**src/exc_pkg.sv**
```systemverilog
package exc_pkg;

  // ------------------------------------------------------------------
  // Register map on the plain software port.
  // ------------------------------------------------------------------
  localparam logic [7:0]  OFF_STATUS    = 8'h00;
  localparam logic [7:0]  OFF_CAUSE     = 8'h04;
  localparam logic [7:0]  OFF_EPC       = 8'h08;
  localparam logic [7:0]  OFF_ERROR_EPC = 8'h0C;
  localparam logic [7:0]  OFF_WATCH     = 8'h10;
  localparam logic [7:0]  OFF_INTREG    = 8'h14;

  // ------------------------------------------------------------------
  // Field positions.
  // ------------------------------------------------------------------
  localparam int ST_IE   = 0;
  localparam int ST_EXL  = 1;
  localparam int ST_ERL  = 2;
  localparam int ST_SR   = 20;
  localparam int ST_BIT21 = 21;
  localparam int ST_BEV  = 22;
  localparam int CA_BD   = 31;
  localparam int CA_CE_LO = 28;
  localparam int CA_IV   = 23;
  localparam int CA_IP_LO = 8;
  localparam int CA_CODE_LO = 2;
  localparam int WA_IW   = 0;
  localparam int WA_DWR  = 1;
  localparam int WA_DWW  = 2;
  localparam int INT_NMI = 6;
  localparam logic [31:0] CAUSE_WR_MASK = 32'h0080_0300;
  localparam logic [31:0] STATUS_RST    = 32'h0040_0004;

  // ------------------------------------------------------------------
  // Vector bases and offsets.
  // ------------------------------------------------------------------
  localparam logic [31:0] VEC_RESET      = 32'hBFC0_0000;
  localparam logic [31:0] BASE_BEV0      = 32'h8000_0000;
  localparam logic [31:0] BASE_BEV1      = 32'hBFC0_0200;
  localparam logic [31:0] CERR_BASE_BEV0 = 32'hA000_0000;
  localparam logic [31:0] CERR_BASE_BEV1 = 32'hBFC0_0200;
  localparam logic [31:0] OFF_VCACHE     = 32'h0000_0100;
  localparam logic [31:0] OFF_VGEN       = 32'h0000_0180;
  localparam logic [31:0] OFF_VINT       = 32'h0000_0200;

  // ------------------------------------------------------------------
  // Priority levels and exception codes.
  // ------------------------------------------------------------------
  localparam logic [3:0] P_COLD = 4'h1;
  localparam logic [3:0] P_WARM = 4'h2;
  localparam logic [3:0] P_NMI  = 4'h3;
  localparam logic [3:0] P_IBND = 4'h4;
  localparam logic [3:0] P_IADR = 4'h5;
  localparam logic [3:0] P_IWCH = 4'h6;
  localparam logic [3:0] P_ICER = 4'h7;
  localparam logic [3:0] P_IBUS = 4'h8;
  localparam logic [3:0] P_GRP9 = 4'h9;
  localparam logic [3:0] P_DBND = 4'hA;
  localparam logic [3:0] P_DADR = 4'hB;
  localparam logic [3:0] P_DCER = 4'hC;
  localparam logic [3:0] P_DWCH = 4'hD;
  localparam logic [3:0] P_DBUS = 4'hE;
  localparam logic [3:0] P_INTR = 4'hF;
  localparam logic [4:0] EC_INT   = 5'h00;
  localparam logic [4:0] EC_IBND  = 5'h02;
  localparam logic [4:0] EC_DBND  = 5'h03;
  localparam logic [4:0] EC_ADEL  = 5'h04;
  localparam logic [4:0] EC_ADES  = 5'h05;
  localparam logic [4:0] EC_IBE   = 5'h06;
  localparam logic [4:0] EC_DBE   = 5'h07;
  localparam logic [4:0] EC_WATCH = 5'h17;

  typedef enum logic [1:0] {
    VK_GENERAL = 2'b00,
    VK_INTR    = 2'b01,
    VK_CACHE   = 2'b11,
    VK_RESET   = 2'b10
  } vec_kind_t;

endpackage

```
**src/exc_sel_if.sv**
```systemverilog
`timescale 1ns/1ps
`default_nettype none
interface exc_sel_if;
  import exc_pkg::*;
  logic [15:1] raise;
  logic        win_valid;
  logic [3:0]  win_prio;
  vec_kind_t   kind;
  logic        boot_vector_select;
  logic        iv;
  logic [31:0] vector;
  modport prio (input raise, output win_valid, win_prio);
  modport vec  (input kind, boot_vector_select, iv, output vector);
  modport core (output raise, kind, boot_vector_select, iv,
                input win_valid, win_prio, vector);
endinterface // exc_sel_if
`default_nettype wire

```
**src/exc_prio_pick.sv**
```systemverilog
`timescale 1ns/1ps
`default_nettype none
module exc_prio_pick (
  exc_sel_if.prio sel
);
  import exc_pkg::*;

  // Lowest set index is the highest priority.
  logic [3:0] pick [16];
  assign pick[0] = 4'h0;
  genvar g;
  generate
    for (g = 15; g >= 1; g--) begin : g_lvl
      assign pick[16-g] = sel.raise[g] ? 4'(g) : pick[15-g];
    end
  endgenerate

  assign sel.win_valid = |sel.raise;
  assign sel.win_prio  = pick[15];
endmodule // exc_prio_pick
`default_nettype wire

```
**src/exc_vector_form.sv**
```systemverilog
`timescale 1ns/1ps
`default_nettype none
module exc_vector_form (
  exc_sel_if.vec sel
);
  import exc_pkg::*;

  wire [31:0] gen_base  = sel.boot_vector_select ? BASE_BEV1 : BASE_BEV0;
  wire [31:0] cerr_base = sel.boot_vector_select ? CERR_BASE_BEV1 : CERR_BASE_BEV0;
  wire [31:0] int_off   = sel.iv ? OFF_VINT : OFF_VGEN;

  always_comb begin
    unique case (sel.kind)
      VK_RESET:   sel.vector = VEC_RESET;
      VK_CACHE:   sel.vector = cerr_base + OFF_VCACHE;
      VK_INTR:    sel.vector = gen_base + int_off;
      VK_GENERAL: sel.vector = gen_base + OFF_VGEN;
    endcase
  end
endmodule // exc_vector_form
`default_nettype wire

```
**src/exception_vector_priority_unit.sv**
```systemverilog
// Overview of operation
// - Resets and NMI vector to fixed address.
// - Other bases follow boot vector select.
// - Offsets: cache 100, others 180, interrupt 200 when IV set.
// - Cache error base uncached when select clear.
// - Report only highest priority, levels one-eight.
// - Levels nine to fifteen, interrupt lowest.
// - General exception rewrites cause, keeps 15:8.
// - Return PC captured only if level clear.
// - Interrupt offset by vector select, base by 22.
// - Cold reset taken on deassertion, unmaskable.
// - Cold reset: flag zero, error level, select one.
// - Cold reset clears vector select, watch enables.
// - Reset vector lies unmapped and uncached.
// - Warm reset starts on deassertion, unmaskable.
// - Warm reset saves PC, sets three bits.
// - Warm reset resets cache and bus machines.
// - NMI on pin fall or bit six write.
// - NMI ignores level and enable bits.
// - NMI at boundary; resets taken immediately.
// - NMI saves PC, sets three status bits.
// - Exception codes use the fixed encodings.
// - Cache error sets level, saves PC, vectors.
//
// Decided for this implementation: strobed register access and the register offsets.
`timescale 1ns/1ps
`default_nettype none
module exception_vector_priority_unit (
  // Clock and reset.
  input  wire logic        ref_clk,
  input  wire logic        rst_n,
  // System pins.
  input  wire logic        cold_reset_n,
  input  wire logic        warm_reset_n,
  input  wire logic        nmi_n,
  // Pipeline exception request.
  input  wire logic [15:4] exc_raise,
  input  wire logic [4:0]  grp9_code,
  input  wire logic        data_is_store,
  input  wire logic        exc_bd,
  input  wire logic [1:0]  exc_ce,
  input  wire logic [31:0] pipe_pc,
  input  wire logic        instr_boundary,
  // Software register port.
  input  wire logic [7:0]  reg_addr,
  input  wire logic [31:0] reg_wdata,
  input  wire logic        reg_wr,
  input  wire logic        reg_rd,
  output logic      [31:0] reg_rdata,
  // Fetch redirection.
  output logic             redirect_valid,
  output logic      [31:0] redirect_pc,
  output logic             flush_younger,
  output logic      [4:0]  reported_code,
  output logic      [3:0]  reported_prio,
  output logic             fetch_hold,
  output logic             cache_bus_reset,
  output logic      [31:0] status_out
);
  import exc_pkg::*;

  // ------------------------------------------------------------------
  // Reset release and pin synchronisers.
  // ------------------------------------------------------------------
  logic [1:0] rst_sync_q;
  logic       rst_int_n;

  always_ff @(posedge ref_clk or negedge rst_n) begin
    if (!rst_n) begin
      rst_sync_q <= 2'b00;
    end else begin
      rst_sync_q <= {rst_sync_q[0], 1'b1};
    end
  end
  assign rst_int_n = rst_sync_q[1];

  logic [2:0] pin_raw;
  logic [2:0] pin_s1_q;
  logic [2:0] pin_s2_q;
  logic [2:0] pin_old_q;
  assign pin_raw = {nmi_n, warm_reset_n, cold_reset_n};

  genvar gi;
  generate
    for (gi = 0; gi < 3; gi++) begin : g_sync
      always_ff @(posedge ref_clk or negedge rst_int_n) begin
        if (!rst_int_n) begin
          pin_s1_q[gi]  <= 1'b1;
          pin_s2_q[gi]  <= 1'b1;
          pin_old_q[gi] <= 1'b1;
        end else begin
          pin_s1_q[gi]  <= pin_raw[gi];
          pin_s2_q[gi]  <= pin_s1_q[gi];
          pin_old_q[gi] <= pin_s2_q[gi];
        end
      end
    end
  endgenerate

  // ------------------------------------------------------------------
  // Pin events.
  // ------------------------------------------------------------------
  wire cold_rise = pin_s2_q[0] & ~pin_old_q[0];
  wire warm_rise = pin_s2_q[1] & ~pin_old_q[1];
  wire nmi_fall  = ~pin_s2_q[2] & pin_old_q[2];
  wire rst_held  = ~pin_s2_q[0] | ~pin_s2_q[1];

  // ------------------------------------------------------------------
  // Architectural registers.
  // ------------------------------------------------------------------
  logic [31:0] status_q, status_d;
  logic [31:0] cause_q, cause_d;
  logic [31:0] epc_q, epc_d;
  logic [31:0] eepc_q, eepc_d;
  logic [2:0]  watch_q, watch_d;
  logic        nmi_pend_q;
  logic        nmi_pend_d;

  // ------------------------------------------------------------------
  // Register port decode.
  // ------------------------------------------------------------------
  wire hit_status = reg_addr == OFF_STATUS;
  wire hit_cause  = reg_addr == OFF_CAUSE;
  wire hit_epc    = reg_addr == OFF_EPC;
  wire hit_eepc   = reg_addr == OFF_ERROR_EPC;
  wire hit_watch  = reg_addr == OFF_WATCH;
  wire hit_intreg = reg_addr == OFF_INTREG;
  wire wr_status  = reg_wr & hit_status;
  wire wr_cause   = reg_wr & hit_cause;
  wire wr_epc     = reg_wr & hit_epc;
  wire wr_eepc    = reg_wr & hit_eepc;
  wire wr_watch   = reg_wr & hit_watch;
  wire wr_nmi     = reg_wr & hit_intreg & reg_wdata[INT_NMI];

  logic [31:0] rd_mux;
  assign rd_mux = hit_status ? status_q :
                  hit_cause  ? cause_q :
                  hit_epc    ? epc_q :
                  hit_eepc   ? eepc_q :
                  hit_watch  ? {29'h0, watch_q} :
                  32'h0000_0000;

  // ------------------------------------------------------------------
  // Exception selection.
  // ------------------------------------------------------------------
  exc_sel_if sel ();

  // NMI is unmaskable but waits for an instruction boundary; resets
  // do not wait.
  wire nmi_take_req = nmi_pend_q & instr_boundary;

  assign sel.raise = {exc_raise, nmi_take_req, warm_rise, cold_rise};

  exc_prio_pick u_pick (
    .sel (sel)
  );

  exc_vector_form u_vec (
    .sel (sel)
  );

  wire [3:0] win   = sel.win_prio;
  wire       taken = sel.win_valid;
  wire       is_rst_kind = (win == P_COLD) | (win == P_WARM) |
                           (win == P_NMI);
  wire       is_cerr = (win == P_ICER) | (win == P_DCER);
  wire       is_intr = win == P_INTR;
  wire       is_gen  = taken & ~is_rst_kind & ~is_cerr;

  assign sel.kind = is_rst_kind ? VK_RESET :
                    is_cerr     ? VK_CACHE :
                    is_intr     ? VK_INTR :
                    VK_GENERAL;
  assign sel.boot_vector_select = status_q[ST_BEV];
  assign sel.iv  = cause_q[CA_IV];

  // Code for the winning exception.
  logic [4:0] code;
  always_comb begin
    unique case (win)
      P_IBND:  code = EC_IBND;
      P_IADR:  code = EC_ADEL;
      P_IWCH:  code = EC_WATCH;
      P_IBUS:  code = EC_IBE;
      P_GRP9:  code = grp9_code;
      P_DBND:  code = EC_DBND;
      P_DADR:  code = data_is_store ? EC_ADES : EC_ADEL;
      P_DWCH:  code = EC_WATCH;
      P_DBUS:  code = EC_DBE;
      P_INTR:  code = EC_INT;
      default: code = EC_INT;
    endcase
  end

  // ------------------------------------------------------------------
  // Next state of the architectural registers.
  // ------------------------------------------------------------------
  wire [31:0] status_sw = wr_status ? reg_wdata : status_q;
  wire [31:0] cause_sw  = wr_cause ?
                          ((cause_q & ~CAUSE_WR_MASK) |
                           (reg_wdata & CAUSE_WR_MASK)) : cause_q;

  always_comb begin
    status_d = status_sw;
    cause_d  = cause_sw;
    epc_d    = wr_epc ? reg_wdata : epc_q;
    eepc_d   = wr_eepc ? reg_wdata : eepc_q;
    watch_d  = wr_watch ? reg_wdata[2:0] : watch_q;
    if (taken && win == P_COLD) begin
      status_d[ST_SR]    = 1'b0;
      status_d[ST_BIT21] = 1'b0;
      status_d[ST_ERL]   = 1'b1;
      status_d[ST_BEV]   = 1'b1;
      cause_d[CA_IV]     = 1'b0;
      watch_d[WA_IW]     = 1'b0;
      watch_d[WA_DWR]    = 1'b0;
      watch_d[WA_DWW]    = 1'b0;
      eepc_d             = pipe_pc;
    end else if (taken && is_rst_kind) begin
      // Warm reset and NMI share one register effect.
      eepc_d             = pipe_pc;
      status_d[ST_SR]    = 1'b1;
      status_d[ST_BIT21] = 1'b0;
      status_d[ST_ERL]   = 1'b1;
      status_d[ST_BEV]   = 1'b1;
    end else if (taken && is_cerr) begin
      eepc_d           = pipe_pc;
      status_d[ST_ERL] = 1'b1;
    end else if (is_gen) begin
      cause_d = {exc_bd, 1'b0, exc_ce, 12'h000,
                 cause_q[15:8], 1'b0, code, 2'b00};
      if (!status_q[ST_EXL]) begin
        epc_d = pipe_pc;
      end
      status_d[ST_EXL] = 1'b1;
    end
  end

  // An event in the cycle of the take still leaves the NMI pending.
  assign nmi_pend_d = nmi_fall | wr_nmi |
                      (nmi_pend_q & ~(taken && win == P_NMI));

  // ------------------------------------------------------------------
  // State registers.
  // ------------------------------------------------------------------
  always_ff @(posedge ref_clk or negedge rst_int_n) begin
    if (!rst_int_n) begin
      status_q   <= STATUS_RST;
      cause_q    <= 32'h0000_0000;
      epc_q      <= 32'h0000_0000;
      eepc_q     <= 32'h0000_0000;
      watch_q    <= 3'h0;
      nmi_pend_q <= 1'b0;
    end else begin
      status_q   <= status_d;
      cause_q    <= cause_d;
      epc_q      <= epc_d;
      eepc_q     <= eepc_d;
      watch_q    <= watch_d;
      nmi_pend_q <= nmi_pend_d;
    end
  end

  // ------------------------------------------------------------------
  // Fetch redirection and port outputs.
  // ------------------------------------------------------------------
  always_ff @(posedge ref_clk or negedge rst_int_n) begin
    if (!rst_int_n) begin
      redirect_valid  <= 1'b0;
      redirect_pc     <= VEC_RESET;
      flush_younger   <= 1'b0;
      reported_code   <= 5'h00;
      reported_prio   <= 4'h0;
      fetch_hold      <= 1'b0;
      cache_bus_reset <= 1'b0;
      reg_rdata       <= 32'h0000_0000;
      status_out      <= STATUS_RST;
    end else begin
      redirect_valid  <= taken;
      redirect_pc     <= taken ? sel.vector : redirect_pc;
      flush_younger   <= taken;
      reported_code   <= (taken && is_gen) ? code : reported_code;
      reported_prio   <= taken ? win : reported_prio;
      fetch_hold      <= rst_held;
      cache_bus_reset <= ~pin_s2_q[1] | warm_rise;
      reg_rdata       <= reg_rd ? rd_mux : 32'h0000_0000;
      status_out      <= status_d;
    end
  end

endmodule // exception_vector_priority_unit
`default_nettype wire

```
**config.mk**
```make
export PLATFORM = sky130hd
export DESIGN_NAME = exception_vector_priority_unit
export DESIGN_NICKNAME = d
export VERILOG_FILES = /design/src/exc_pkg.sv /design/src/exc_sel_if.sv /design/src/exc_prio_pick.sv /design/src/exc_vector_form.sv /design/src/exception_vector_priority_unit.sv
export SDC_FILE = /design/constraint.sdc
export NUM_CORES = 1
export LEC_CHECK = 0
export BUFFER_PORTS_ARGS = -buffer_cell sky130_fd_sc_hd__buf_2
export CAP_MARGIN = 20
export CORE_MARGIN = 2
export CORE_UTILIZATION = 50
export CTS_BUF_LIST = sky130_fd_sc_hd__clkbuf_8 sky130_fd_sc_hd__clkbuf_16
export CTS_CLUSTER_SIZE = 12
export DETAILED_ROUTE_END_ITERATION = 8
export PLACE_DENSITY_LB_ADDON = 0.08
export SYNTH_ARGS = -nofsm -noshare
export SYNTH_HDL_FRONTEND = slang
export SYNTH_HIERARCHICAL = 1
export SYNTH_SLANG_ARGS = --single-unit
```
**constraint.sdc**
```tcl
create_clock -name ref_clk -period 7.25 [get_ports ref_clk]
set_input_delay 1.45 -clock ref_clk [delete_from_list [all_inputs] [get_ports ref_clk]]
set_output_delay 1.45 -clock ref_clk [all_outputs]
set_load 0.01 [all_outputs]
```
# [Yosys cells after proc, flatten, opt, wreduce, memory -nomap -nowiden]
# Cells that the tools add are included.
# W data, S select, Z words.
[word_totals] ff_bits=219 in_bits=101
[op_classes] addsub=3 n_eq_ne=24 n_mux=59 n_bitwise=30 n_reduce_logical=13
[ops] operator="$mux W32" count=19
[ops] operator="$pmux W32 S4" count=1
[ops] operator="$add A32 B9 Y32 const B" count=2
[ops] operator="$mux W4" count=15
[ops] operator="$mux W23" count=2
[ops] operator="$pmux W5 S8" count=1
[ops] operator="$add A32 B32 Y32" count=1
[ops] operator="$eq A4 B4 Y1 const B" count=8
[ops] operator="$or A32 B24 Y32" count=1
[ops] operator="$mux W30" count=1
[ops] operator="$mux W29" count=1
[ops] operator="$eq A4 B3 Y1 const B" count=4
[ops] operator="$eq A8 B4 Y1 const B" count=2
[ops] operator="$eq A8 B5 Y1 const B" count=2
[ops] operator="$mux W3" count=5
[ops] operator="$reduce_or A15 Y1" count=1
[ops] operator="$and A1 B1 Y1" count=14
[ops] operator="$mux W1" count=10
[ops] operator="$mux W10" count=1
[ops] operator="$eq A4 B2 Y1 const B" count=2
[ops] operator="$eq A8 B3 Y1 const B" count=1
[ops] operator="$logic_not A8 Y1" count=1
[ops] operator="$mux W8" count=1
[ops] operator="$not A1 Y1" count=8
[ops] operator="12 further kinds" count=25

# [Depth between registers and ports, before layout]
# Gate-level depths: netlist (run 1).
[depth] depth_word=25 ltp_mapped=13 mapped_depth_nobuf=10

# [Hierarchy]
# The synthesis (run 1) kept the hierarchy.
[by_module_without_submodules] mod="exception_vector_priority_unit" n_inst=1 cells_per_inst=738 area_each_um2=9344.0 seq_area_each_um2=4979.8
[by_module_without_submodules] mod="exc_vector_form" n_inst=1 cells_per_inst=40 area_each_um2=280.3 seq_area_each_um2=0.0
[by_module_without_submodules] mod="exc_prio_pick" n_inst=1 cells_per_inst=31 area_each_um2=187.7 seq_area_each_um2=0.0

# [Worst setup path after synthesis (run 1)]
# Ideal clock, no wire load.
[synth_timing] path_type="input -> register" startpoint="input instr_boundary" endpoint="register epc_q[23]" setup_ns=0.125 arrival_time_ns=3.574 required_time_ns=7.125 setup_slack_ns=3.551 cell_stages=10 path_buffers=2 cell_sequence="and2_1 -> nor3_1 -> a21boi_1 -> nor2b_1 -> o221a_2 -> inv_2 -> or3_1 -> clkbuf_1 -> buf_2 -> mux2_4"
[synth_between] elab_chain_cells=14
[synth_rtl] item="start: declaration" line_no="exception_vector_priority_unit.sv:43" rtl="input wire logic instr_boundary,"
[synth_rtl] item="$and A1 B1 Y1 *" line_no="exception_vector_priority_unit.sv:150" rtl="wire nmi_take_req = nmi_pend_q & instr_boundary;"
[synth_rtl] item="$mux W4 * (3 in a row)" line_no="exc_prio_pick.sv:14" rtl="assign pick[16-g] = sel.raise[g] ? 4'(g) : pick[15-g];"
[synth_rtl] item="via sel.win_prio[2]" line_no="exc_sel_if.sv:7" rtl="logic [3:0] win_prio;"
[synth_rtl] item="$eq A4 B1 Y1 / $eq A4 B2 Y1 (equally long branches)" line_no="exception_vector_priority_unit.sv:164, exception_vector_priority_unit.sv:209"
[synth_rtl] item="$or A1 B1 Y1 (2 in a row)" line_no="exception_vector_priority_unit.sv:164" rtl="wire is_rst_kind = (win == P_COLD) | (win == P_WARM) |"
[synth_rtl] item="$not A1 Y1" line_no="exception_vector_priority_unit.sv:168" rtl="wire is_gen = taken & ~is_rst_kind & ~is_cerr;"
[synth_rtl] item="$and A1 B1 Y1 (2 in a row)" line_no="exception_vector_priority_unit.sv:168"
[synth_rtl] item="$mux W32" line_no="exception_vector_priority_unit.sv:229" rtl="end else if (is_gen) begin"
[synth_rtl] item="$mux W32" line_no="exception_vector_priority_unit.sv:226" rtl="end else if (taken && is_cerr) begin"
[synth_rtl] item="$mux W32" line_no="exception_vector_priority_unit.sv:219" rtl="end else if (taken && is_rst_kind) begin"
[synth_rtl] item="$mux W32 *" line_no="exception_vector_priority_unit.sv:209" rtl="if (taken && win == P_COLD) begin"
[synth_rtl] item="via epc_d[23]" line_no="exception_vector_priority_unit.sv:113" rtl="logic [31:0] epc_q, epc_d;"
[synth_rtl] item="end signal: assignment" line_no="exception_vector_priority_unit.sv:257" rtl="epc_q <= epc_d;"
[synth_rtl] item="end: declaration" line_no="exception_vector_priority_unit.sv:113"
# Mark *: on every way through the listed nets, which the timed path passes. The rest lies on a longest branch.
# A chain may end at the register's enable or synchronous reset.

# [Worst setup path after layout (run 1)]
[layout_timing] startpoint="input instr_boundary" endpoint="register epc_q[22]"
[layout_between] elab_chain_cells=14
[layout_rtl] item="$and A1 B1 Y1 *" line_no="exception_vector_priority_unit.sv:150"
[layout_rtl] item="via nmi_take_req" line_no="exception_vector_priority_unit.sv:150"
[layout_rtl] item="$mux W4 * (3 in a row)" line_no="exc_prio_pick.sv:14"
[layout_rtl] item="via sel.win_prio[2]" line_no="exc_sel_if.sv:7"
[layout_rtl] item="$eq A4 B1 Y1 / $eq A4 B2 Y1 (equally long branches)" line_no="exception_vector_priority_unit.sv:164, exception_vector_priority_unit.sv:209"
[layout_rtl] item="$or A1 B1 Y1 (2 in a row)" line_no="exception_vector_priority_unit.sv:164"
[layout_rtl] item="$not A1 Y1" line_no="exception_vector_priority_unit.sv:168"
[layout_rtl] item="$and A1 B1 Y1 (2 in a row)" line_no="exception_vector_priority_unit.sv:168"
[layout_rtl] item="$mux W32" line_no="exception_vector_priority_unit.sv:229"
[layout_rtl] item="$mux W32" line_no="exception_vector_priority_unit.sv:226"
[layout_rtl] item="$mux W32" line_no="exception_vector_priority_unit.sv:219"
[layout_rtl] item="$mux W32 *" line_no="exception_vector_priority_unit.sv:209"
[layout_rtl] item="via epc_d[22]" line_no="exception_vector_priority_unit.sv:113"
# Marked as above.

==> results of run 1 <==
-- worst register-to-register path: stages (launching register included) --
cell       delay, ps
dfstp_2          550
nor2b_1          350
nor3_1           120
a211oi_2         740
nand4bb_1        250
o221a_2          300
inv_2            160
or3_2            710
buf_12           290
mux2_4           320
-- where the power goes --
part           internal, mW  switching (mW)
clock network         0.459           0.443
logic                 0.295           0.219
registers              1.23          0.0790
total                  1.98           0.741
-- per-stage QoR --
step,instances,util [%],power [mW]
final,1267,59.3,2.72
after global placement,1231,56.3,1.83
after global routing,1265,59.3,2.86
after CTS,1263,59.2,2.75
after detailed placement,1231,56.3,1.84
after floorplan,827,-,1.69
-- synth_stat cells (all sizes together) (2+ instances only) --
library cell / n / area, um2
o2111ai: 2 / 17.5
buf: 55 / 382
a211oi: 4 / 30.0
nor3: 9 / 45.0
mux2: 161 / 2220
conb: 3 / 11.3
dfrtp: 178 / 4450
a22oi: 23 / 173
a21boi: 2 / 15.0
o221a: 3 / 33.8
a21o: 5 / 37.5
o21a: 25 / 188
nor3b: 2 / 20.0
a21oi: 15 / 78.8
nor4: 7 / 71.3
nand3: 33 / 165
nand4: 2 / 27.5
nand2: 114 / 428
inv: 7 / 26.3
nand4b: 2 / 32.5
o221ai: 2 / 17.5
o21ai: 14 / 70.1
dfstp: 20 / 526
nor2b: 5 / 31.3
a31oi: 2 / 12.5
clkbuf: 24 / 90.1
nor2: 36 / 135
a221oi: 3 / 26.3
nand2b: 6 / 40.0
mux2i: 23 / 230
o22ai: 6 / 37.5
and3: 4 / 26.3
-- registers in the layout, indices dropped and copies added, names as in the netlist, 2 cells and up --
signal and flops:
epc_q 32, pin_s2_q 3, eepc_q 32, status_out 32
pin_old_q 3, reported_prio 4, rst_sync_q 2, reg_rdata 32
pin_s1_q 3, reported_code 5, watch_q 3, redirect_pc 32
cause_q 11
-- final cells by class --
type | count | area (um2) | area share (%)
Inverter | 7 | 26.3 | 0.229
Clock inverter | 14 | 115 | 1.00
Multi-Input combinational cell | 543 | 4430 | 38.6
Tap cell | 265 | 332 | 2.89
Clock buffer | 18 | 439 | 3.83
Sequential cell | 198 | 4980 | 43.5
Antenna cell | 3 | 7.51 | 0.0655
Timing Repair Buffer | 219 | 1130 | 9.88
-- logic make-up after synthesis --
family / share of synthesized area, %
AOI/OAI and AO/OA: 7.98
other: 0.115
adders and majority gates: 0.127
and+or+nand+nor: 11.0
DFF: 50.8
buffers and inverters: 5.08
muxes: 25.0
-- final timing paths --
kind / depth (start not counted) / from / slack (ps) / to
worst min-delay path: 0 / rst_sync_q[0] / 360 / rst_sync_q[1]
worst max register to register: 9 / pin_s2_q[1] / 3350 / epc_q[22]
min in group asynchronous: 0 / rst_sync_q[1] / 430 / status_out[30]
worst max-delay path: 10 / instr_boundary / 2730 / epc_q[22]
max in group asynchronous: 1 / rst_sync_q[1] / 5400 / eepc_q[1]
worst min register to register: 0 / rst_sync_q[0] / 360 / rst_sync_q[1]
-- metal layers --
| layer | GRT usage, % | vias to the layer above |
|---|---|---|
| met3 | 6.32 | 22 |
| met2 | 36.4 | 208 |
| li1 | - | 3158 |
| met5 | 0 | - |
| met1 | 32.1 | 3328 |
| met4 | 7.07 | 2 |
==> impl_metrics.json, run 1 <==
{
  "clock_sinks": 198,
  "required_ps": 7550,
  "leakage_nw": 5.86,
  "viasPerCell": 5.30,
  "post_cts_buffers": 0,
  "place_area_mm2": 0.0109,
  "synthArstFlopShare_pct": 100,
  "synth_flop_cell": "dfrtp_1",
  "ant_nets": 0,
  "rsz0062_at_grt": "false",
  "fin_hold_ws_ps": 356,
  "fp.coreArea_mm2": 0.0193,
  "area_growth_pct": 16.9,
  "cts_buffers": 17,
  "finalClockSkew_ps": 12.7,
  "wl_met3_um": 1660,
  "worst_pin_slew_ps": 1070,
  "cts_buffer_depth": 2,
  "ys_seq_area_share_pct": 50.8,
  "worstHoldPathType": "reg2reg",
  "finalInstanceArea_mm2": 0.0115,
  "post-route-period-util_pct": 62.4,
  "path_delay_family": "simple AND/OR/NAND/NOR gates",
  "status": "finished clean",
  "die_y_um": 144,
  "routedWlPerCell_um": 18.7,
  "antenna_found_initial": 3,
  "top_layer": "met5",
  "grt_pass1_wl_um": 37000,
  "io_pins": 210,
  "end_kind": "register",
  "netlist_instances": 809,
  "arrival_ps": 4830,
  "drc": 0,
  "drtPass1Iterations": 5,
  "gr-total-overflow": 0,
  "setup_tns_ps": 0,
  "drtIter0Drc": 348,
  "dp_slack_ps": 2200,
  "track_usage_pct": 23.4,
  "cts-htree-levels": 4,
  "p_per_area_mw_per_mm2": 237,
  "drive_above_1_share_pct": 45.5,
  "portBuffers": 209,
  "wirelength_um": 23700,
  "netlist_area_mm2": 0.00981,
  "met1Wirelength_um": 10700,
  "grt_max_degree": 73,
  "path_cells": "buf_2, and2_1, nor3_1, a21boi_1, nor2b_1, o221a_2, inv_2, or3_2, buf_12, mux2_4",
  "start_kind": "primary input",
  "die_w_um": 144,
  "clk_pin_slew_worst_paths_ps": 70,
  "cts_hold_buf": 0,
  "clock.fmax_ghz": 0.221,
  "place_hpwl_um": 15500,
  "maxSlewViolCount": 0,
  "cts_tree": "built",
  "critical_path.max_fanout": 19,
  "cp_slowest_cell": "a21boi_1",
  "synth_edf_count": 0,
  "syn_area_per_cell_um2": 12.1,
  "insertion_delay_ps": 430,
  "vias": 6718,
  "row_count": 51,
  "layout_commonest_cell": "buf_2",
  "slowest_delay_ps": 710,
  "wl_met2_um": 11000,
  "path_buf_inv": 3,
  "root_buffer": "clkbuf_16",
  "final_nets": 1088,
  "grt_pass1_vias": 6738,
  "maxSlewHeadroom_pct": 28.7,
  "nFillCells": 1700,
  "finalSetupViolCount": 0,
  "period_minus_slack_ps": 4520,
  "final_cell_mix": "209 x buf_2, 177 x dfrtp_1, 113 x nand2_1",
  "cap_viol_max_count": 0,
  "gp_congestion": 0.787,
  "hold_violations": 0,
  "ys_ff_latch": 198,
  "postCtsResizedCells": 0,
  "timing_worst_setup_path_type": "in2reg",
  "yosysUniqueCellTypes": 59,
  "yosysWarnings": 6,
  "die-area_mm2": 0.0208,
  "ir_worst_vdd_uv": 176,
  "start_util_pct": 50.7,
  "setup_slack_ps": 2730
}
Power figures use the tool's default switching activity.
==> run 2: changes to the inputs <==
==> constraint.sdc (replaced) <==
create_clock -name ref_clk -period 4.55 [get_ports ref_clk]
set_input_delay 0.91 -clock ref_clk [delete_from_list [all_inputs] [get_ports ref_clk]]
set_output_delay 0.91 -clock ref_clk [all_outputs]
set_load 0.01 [all_outputs]
==> impl_metrics.json, run 2 (synthesized netlist as in run 1, its figures left out) <==
{
  "place_inst": 1240,
  "routedWlPerCell_um": 18.4,
  "area_growth_pct": 17.8,
  "drtIter0Drc": 316,
  "r2r.worst_path.cells": 9,
  "grt_pass1_wl_um": 36900,
  "die_w_um": 144,
  "finalSetupViolCount": 0,
  "cts_buffer_depth": 2,
  "critical_path.max_fanout": 17,
  "end_kind": "register",
  "clock_sinks": 198,
  "leakage_nw": 5.90,
  "hold_violations": 0,
  "antenna_found_initial": 3,
  "maxSlewViolCount": 0,
  "wirelength_um": 23500,
  "fp.coreArea_mm2": 0.0193,
  "start_util_pct": 50.7,
  "r2r_slack_ps": 990,
  "die_y_um": 144,
  "track_usage_pct": 23.3,
  "clock.fmax_ghz": 0.270,
  "io_pins": 210,
  "dp_slack_ps": 359,
  "insertion_delay_ps": 430,
  "r2r_start": "nmi_pend_q",
  "cap_viol_max_count": 0,
  "place_area_mm2": 0.0110,
  "gr-total-overflow": 0,
  "viasPerCell": 5.25,
  "setup_tns_ps": 0,
  "die-area_mm2": 0.0208,
  "required_ps": 4870,
  "arrival_ps": 4020,
  "final_cell_mix": "210 x buf_2, 177 x dfrtp_1, 113 x nand2_1",
  "gp_congestion": 0.781,
  "post-route-period-util_pct": 81.4,
  "cts-htree-levels": 4,
  "timing_worst_setup_path_type": "in2reg",
  "cp_slowest_cell": "or3_2",
  "start_kind": "primary input",
  "row_count": 51,
  "final_nets": 1097,
  "vias": 6697,
  "worst_pin_slew_ps": 1050,
  "cts_tree": "built",
  "path_cells": "buf_2, and2_1, nor3_1, a21boi_1, nor2b_1, o221a_2, inv_2, or3_2, buf_12, mux2_4",
  "grt_pass1_vias": 6806,
  "drtPass1Iterations": 5,
  "ir_worst_vdd_uv": 274,
  "setup_slack_ps": 848,
  "finalInstanceArea_mm2": 0.0116,
  "period_minus_slack_ps": 3700,
  "place_hpwl_um": 15500,
  "layout_commonest_cell": "buf_2",
  "endpoint": "epc_q[18]",
  "drive_above_1_share_pct": 45.9,
  "post_cts_buffers": 0,
  "startpoint": "instr_boundary",
  "r2r_end": "epc_q[18]",
  "path_delay_family": "simple AND/OR/NAND/NOR gates",
  "fin_hold_ws_ps": 247,
  "crit_cells": 10,
  "p_per_area_mw_per_mm2": 375,
  "finalClockSkew_ps": 9.33,
  "fin_total_pwr_mw": 4.33,
  "slowest_delay_ps": 740,
  "maxSlewHeadroom_pct": 29.9,
  "rsz0062_at_grt": "false",
  "postCtsResizedCells": 0,
  "cts_buffers": 17,
  "grt_max_degree": 197,
  "root_buffer": "clkbuf_16",
  "portBuffers": 209,
  "status": "finished clean",
  "cts_hold_buf": 0,
  "clk_pin_slew_worst_paths_ps": 70,
  "finalCoreUtilization_pct": 59.8,
  "drc": 0,
  "worstHoldPathType": "in2async",
  "instances_no_fill": 1275,
  "path_buf_inv": 3,
  "ant_nets": 0
}
run 2: worst min-delay path by stage:
stage	from	end	slack [ps]	cells past startpoint
after detailed placement	pin_s1_q[1]	pin_s2_q[1]	350	0
after CTS	rst_n	rst_sync_q[1]	230	1
after global placement	rst_sync_q[0]	rst_sync_q[1]	350	0
final	rst_n	rst_sync_q[1]	250	1
after floorplan	rst_sync_q[0]	rst_sync_q[1]	330	0
after global routing	rst_n	rst_sync_q[1]	230	1
run 2: routing by layer:
layer / track usage (%) / routed length, um / vias up
met1: 31.5 / 10400 / 3282
li1: - / - / 3167
met4: 7.64 / 457 / 0
met2: 36.9 / 11000 / 218
met3: 5.70 / 1630 / 30
met5: 0 / 0 / -
run 2: final cells by class:
class                           count  area (um2)
Timing Repair Buffer              228        1220
Clock inverter                     13         100
Inverter                            7        26.3
Antenna cell                        2        5.00
Multi-Input combinational cell    543        4430
Sequential cell                   198        4980
Fill cell                        1638        7780
Clock buffer                       19         453
Tap cell                          265         332
run 2: worst reg2reg max path: stages (launching register included):
cell      delay [ps]
dfrtp_1          400
and2_1           200
nor3_1           330
a21boi_1         430
nor2b_1          270
o221a_2          320
inv_2            160
or3_2            740
buf_12           280
mux2_4           320
run 2: report_power, final:
group / total [mW] / switching (mW) / leakage (nW) / internal [mW]
Combinational: 0.844 / 0.363 / 3.19 / 0.480
Clock: 1.42 / 0.682 / 0.268 / 0.736
Sequential: 2.07 / 0.113 / 2.45 / 1.96
==> run 3: changes to the inputs <==
--- a/config.mk
+++ b/config.mk
@@ -5,6 +5,7 @@
 export SDC_FILE = /design/constraint.sdc
 export NUM_CORES = 1
 export LEC_CHECK = 0
+export ABC_AREA = 1
 export BUFFER_PORTS_ARGS = -buffer_cell sky130_fd_sc_hd__buf_2
 export CAP_MARGIN = 20
 export CORE_MARGIN = 2
==> constraint.sdc (replaced) <==
create_clock -name ref_clk -period 3.9 [get_ports ref_clk]
set_input_delay 0.78 -clock ref_clk [delete_from_list [all_inputs] [get_ports ref_clk]]
set_output_delay 0.78 -clock ref_clk [all_outputs]
set_load 0.01 [all_outputs]
==> impl_metrics.json, run 3 <==
{
  "synthXorXnorAreaFrac_pct": 0,
  "layout_commonest_cell": "nand2_1",
  "instances_no_fill": 1721,
  "synth_top_family_by_area": "simple AND/OR/NAND/NOR gates",
  "row_count": 50,
  "timing_worst_setup_path_type": "in2reg",
  "wirelength_um": 24500,
  "synth.top_cell.area_share_pct": 46.1,
  "netlist_area_mm2": 0.00966,
  "cts_buffers": 17,
  "ir_worst_vdd_uv": 326,
  "portBuffers": 209,
  "drc": 0,
  "seq_area_mm2": 0.00498,
  "cap_viol_max_count": 0,
  "worstHoldPathType": "in2async",
  "setup_tns_ps": 0,
  "ant_nets": 0,
  "period_minus_slack_ps": 2790,
  "vias": 8293,
  "postCtsResizedCells": 0,
  "cp_slowest_cell": "inv_2",
  "start_kind": "primary input",
  "area_growth_pct": 17.3,
  "insertion_delay_ps": 420,
  "post-route-period-util_pct": 71.5,
  "cts_tree": "built",
  "start_util_pct": 51.3,
  "required_ps": 4250,
  "drive_above_1_share_pct": 21.9,
  "clock.fmax_ghz": 0.359,
  "cts_buffer_depth": 2,
  "gr-total-overflow": 0,
  "die_w_um": 143,
  "die-area_mm2": 0.0205,
  "track_usage_pct": 24.8,
  "maxSlewViolCount": 0,
  "hold_violations": 0,
  "ys_ff_latch": 198,
  "synthTopCellsByArea": "dfrtp_1 46%, nand2_1 20%, dfstp_2 5.4%",
  "end_kind": "register",
  "viasPerCell": 4.82,
  "critical_path.max_fanout": 32,
  "drtIter0Drc": 439,
  "cpMostUsedCell": "nand2_1",
  "multiInputGateArea_mm2": 0.00373,
  "fp.coreArea_mm2": 0.0188,
  "final_nets": 1549,
  "fin_total_pwr_mw": 5.19,
  "synth_commonest_cells": "519 x nand2_1, 178 x dfrtp_1, 109 x inv_1",
  "syn_area_per_cell_um2": 7.62,
  "cts_hold_buf": 0,
  "nFillCells": 1791,
  "netlist_instances": 1268,
  "p_per_area_mw_per_mm2": 458,
  "clk_pin_slew_worst_paths_ps": 70,
  "maxSlewHeadroom_pct": 44.9,
  "antenna_found_initial": 1,
  "synth_edf_count": 0,
  "place_area_mm2": 0.0107,
  "io_pins": 210,
  "path_cells": "buf_2, o311ai_1, nand3_1, nand2_1, nand2_1, a21oi_1, nand2_1, nor2_2, nor2_4, nand2_2, nand2_2, inv_2, nand2_1, nand3_1",
  "yosysUniqueCellTypes": 34,
  "place_hpwl_um": 16900,
  "routedWlPerCell_um": 14.3,
  "synth_flop_cell": "dfrtp_1",
  "clock_sinks": 198,
  "path_delay_family": "simple AND/OR/NAND/NOR gates",
  "yosysTopAreaCell": "dfrtp_1",
  "final_cell_mix": "519 x nand2_1, 209 x buf_2, 177 x dfrtp_1",
  "post_cts_buffers": 0,
  "synthAdderAreaFrac_pct": 0.129,
  "worst_pin_slew_ps": 827,
  "leakage_nw": 6.44,
  "finalClockSkew_ps": 10.0,
  "cts-htree-levels": 4,
  "rsz0062_at_grt": "false",
  "grt_pass1_vias": 7874,
  "grt_pass1_wl_um": 39800,
  "grt_max_degree": 63,
  "path_buf_inv": 2,
  "slowest_delay_ps": 550,
  "arrival_ps": 3140,
  "synth_compound_area_share_pct": 6.23,
  "yosysWarnings": 6,
  "yosys.area_share.simple_pct": 31.4,
  "ys_seq_area_share_pct": 51.5,
  "yosysMostFrequentCell": "nand2_1",
  "die_y_um": 143,
  "finalInstanceArea_mm2": 0.0113,
  "finalSetupViolCount": 0,
  "synthArstFlopShare_pct": 100,
  "status": "finished clean",
  "drtPass1Iterations": 5,
  "place_inst": 1688,
  "root_buffer": "clkbuf_16",
  "gp_congestion": 0.878,
  "synthMuxAreaShare_pct": 0
}
-- run 3: cell count changes after synthesis, moves of 25 or more --
| cell | before | now |
|---|---|---|
| o21a_1 | 25 | 0 |
| nand2_1 | 114 | 519 |
| inv_1 | 5 | 109 |
| mux2_4 | 108 | 0 |
| mux2_2 | 53 | 0 |
| o21ai_1 | 2 | 53 |
| nand3_1 | 33 | 105 |
| nor2_1 | 36 | 88 |
-- run 3: routing by layer --
| metal | up-vias | wire (um) | GRT usage (%) |
|---|---|---|---|
| li1 | 4226 | - | - |
| met1 | 3794 | 11300 | 34.9 |
| met2 | 237 | 11400 | 39.7 |
| met3 | 34 | 1310 | 3.45 |
| met4 | 2 | 478 | 8.39 |
| met5 | - | 16 | 0 |
-- run 3: cell type report --
cell class	count	share of cell area, %
Sequential cell	198	44.0
Multi-Input combinational cell	878	32.9
Timing Repair Buffer	227	10.5
Inverter	125	4.16
Clock buffer	18	3.88
Tap cell	260	2.87
Clock inverter	14	1.62
Antenna cell	1	0.0221
-- run 3: final timing paths --
check                         startpoint         endpoint  slack (ps)  cells after the start
setup / recovery           exc_raise[13]       eepc_q[26]        1110                     14
hold / removal                     rst_n    rst_sync_q[1]         130                      1
setup reg to reg            pin_old_q[1]       eepc_q[26]        1180                     12
hold reg to reg            rst_sync_q[0]    rst_sync_q[1]         350                      0
max in group asynchronous  rst_sync_q[1]  redirect_pc[24]        2510                      1
min in group ref_clk       rst_sync_q[0]    rst_sync_q[1]         350                      0
-- run 3: report_power, final --
group	total (mW)	switching, mW	internal (mW)
registers	2.50	0.159	2.34
logic	0.835	0.519	0.316
clock network	1.86	0.766	1.09
total	5.19	1.44	3.74
-- run 3: metrics by stage --
step                      util [%]  hold WS (ps)  setup WS (ps)
final                         60.2           126           1110
after global routing          60.2           111            821
after CTS                     60.2           115           1180
after detailed placement      56.9           339            745
after global placement        56.9           334            805
after floorplan                  -           331            656
-- run 3: kinds of logic after synthesis --
logic type / count (synthesis)
other cells: 3
flops: 198
simple gates: 746
fa+ha+maj: 1
compound gates: 110
buf+inv: 210
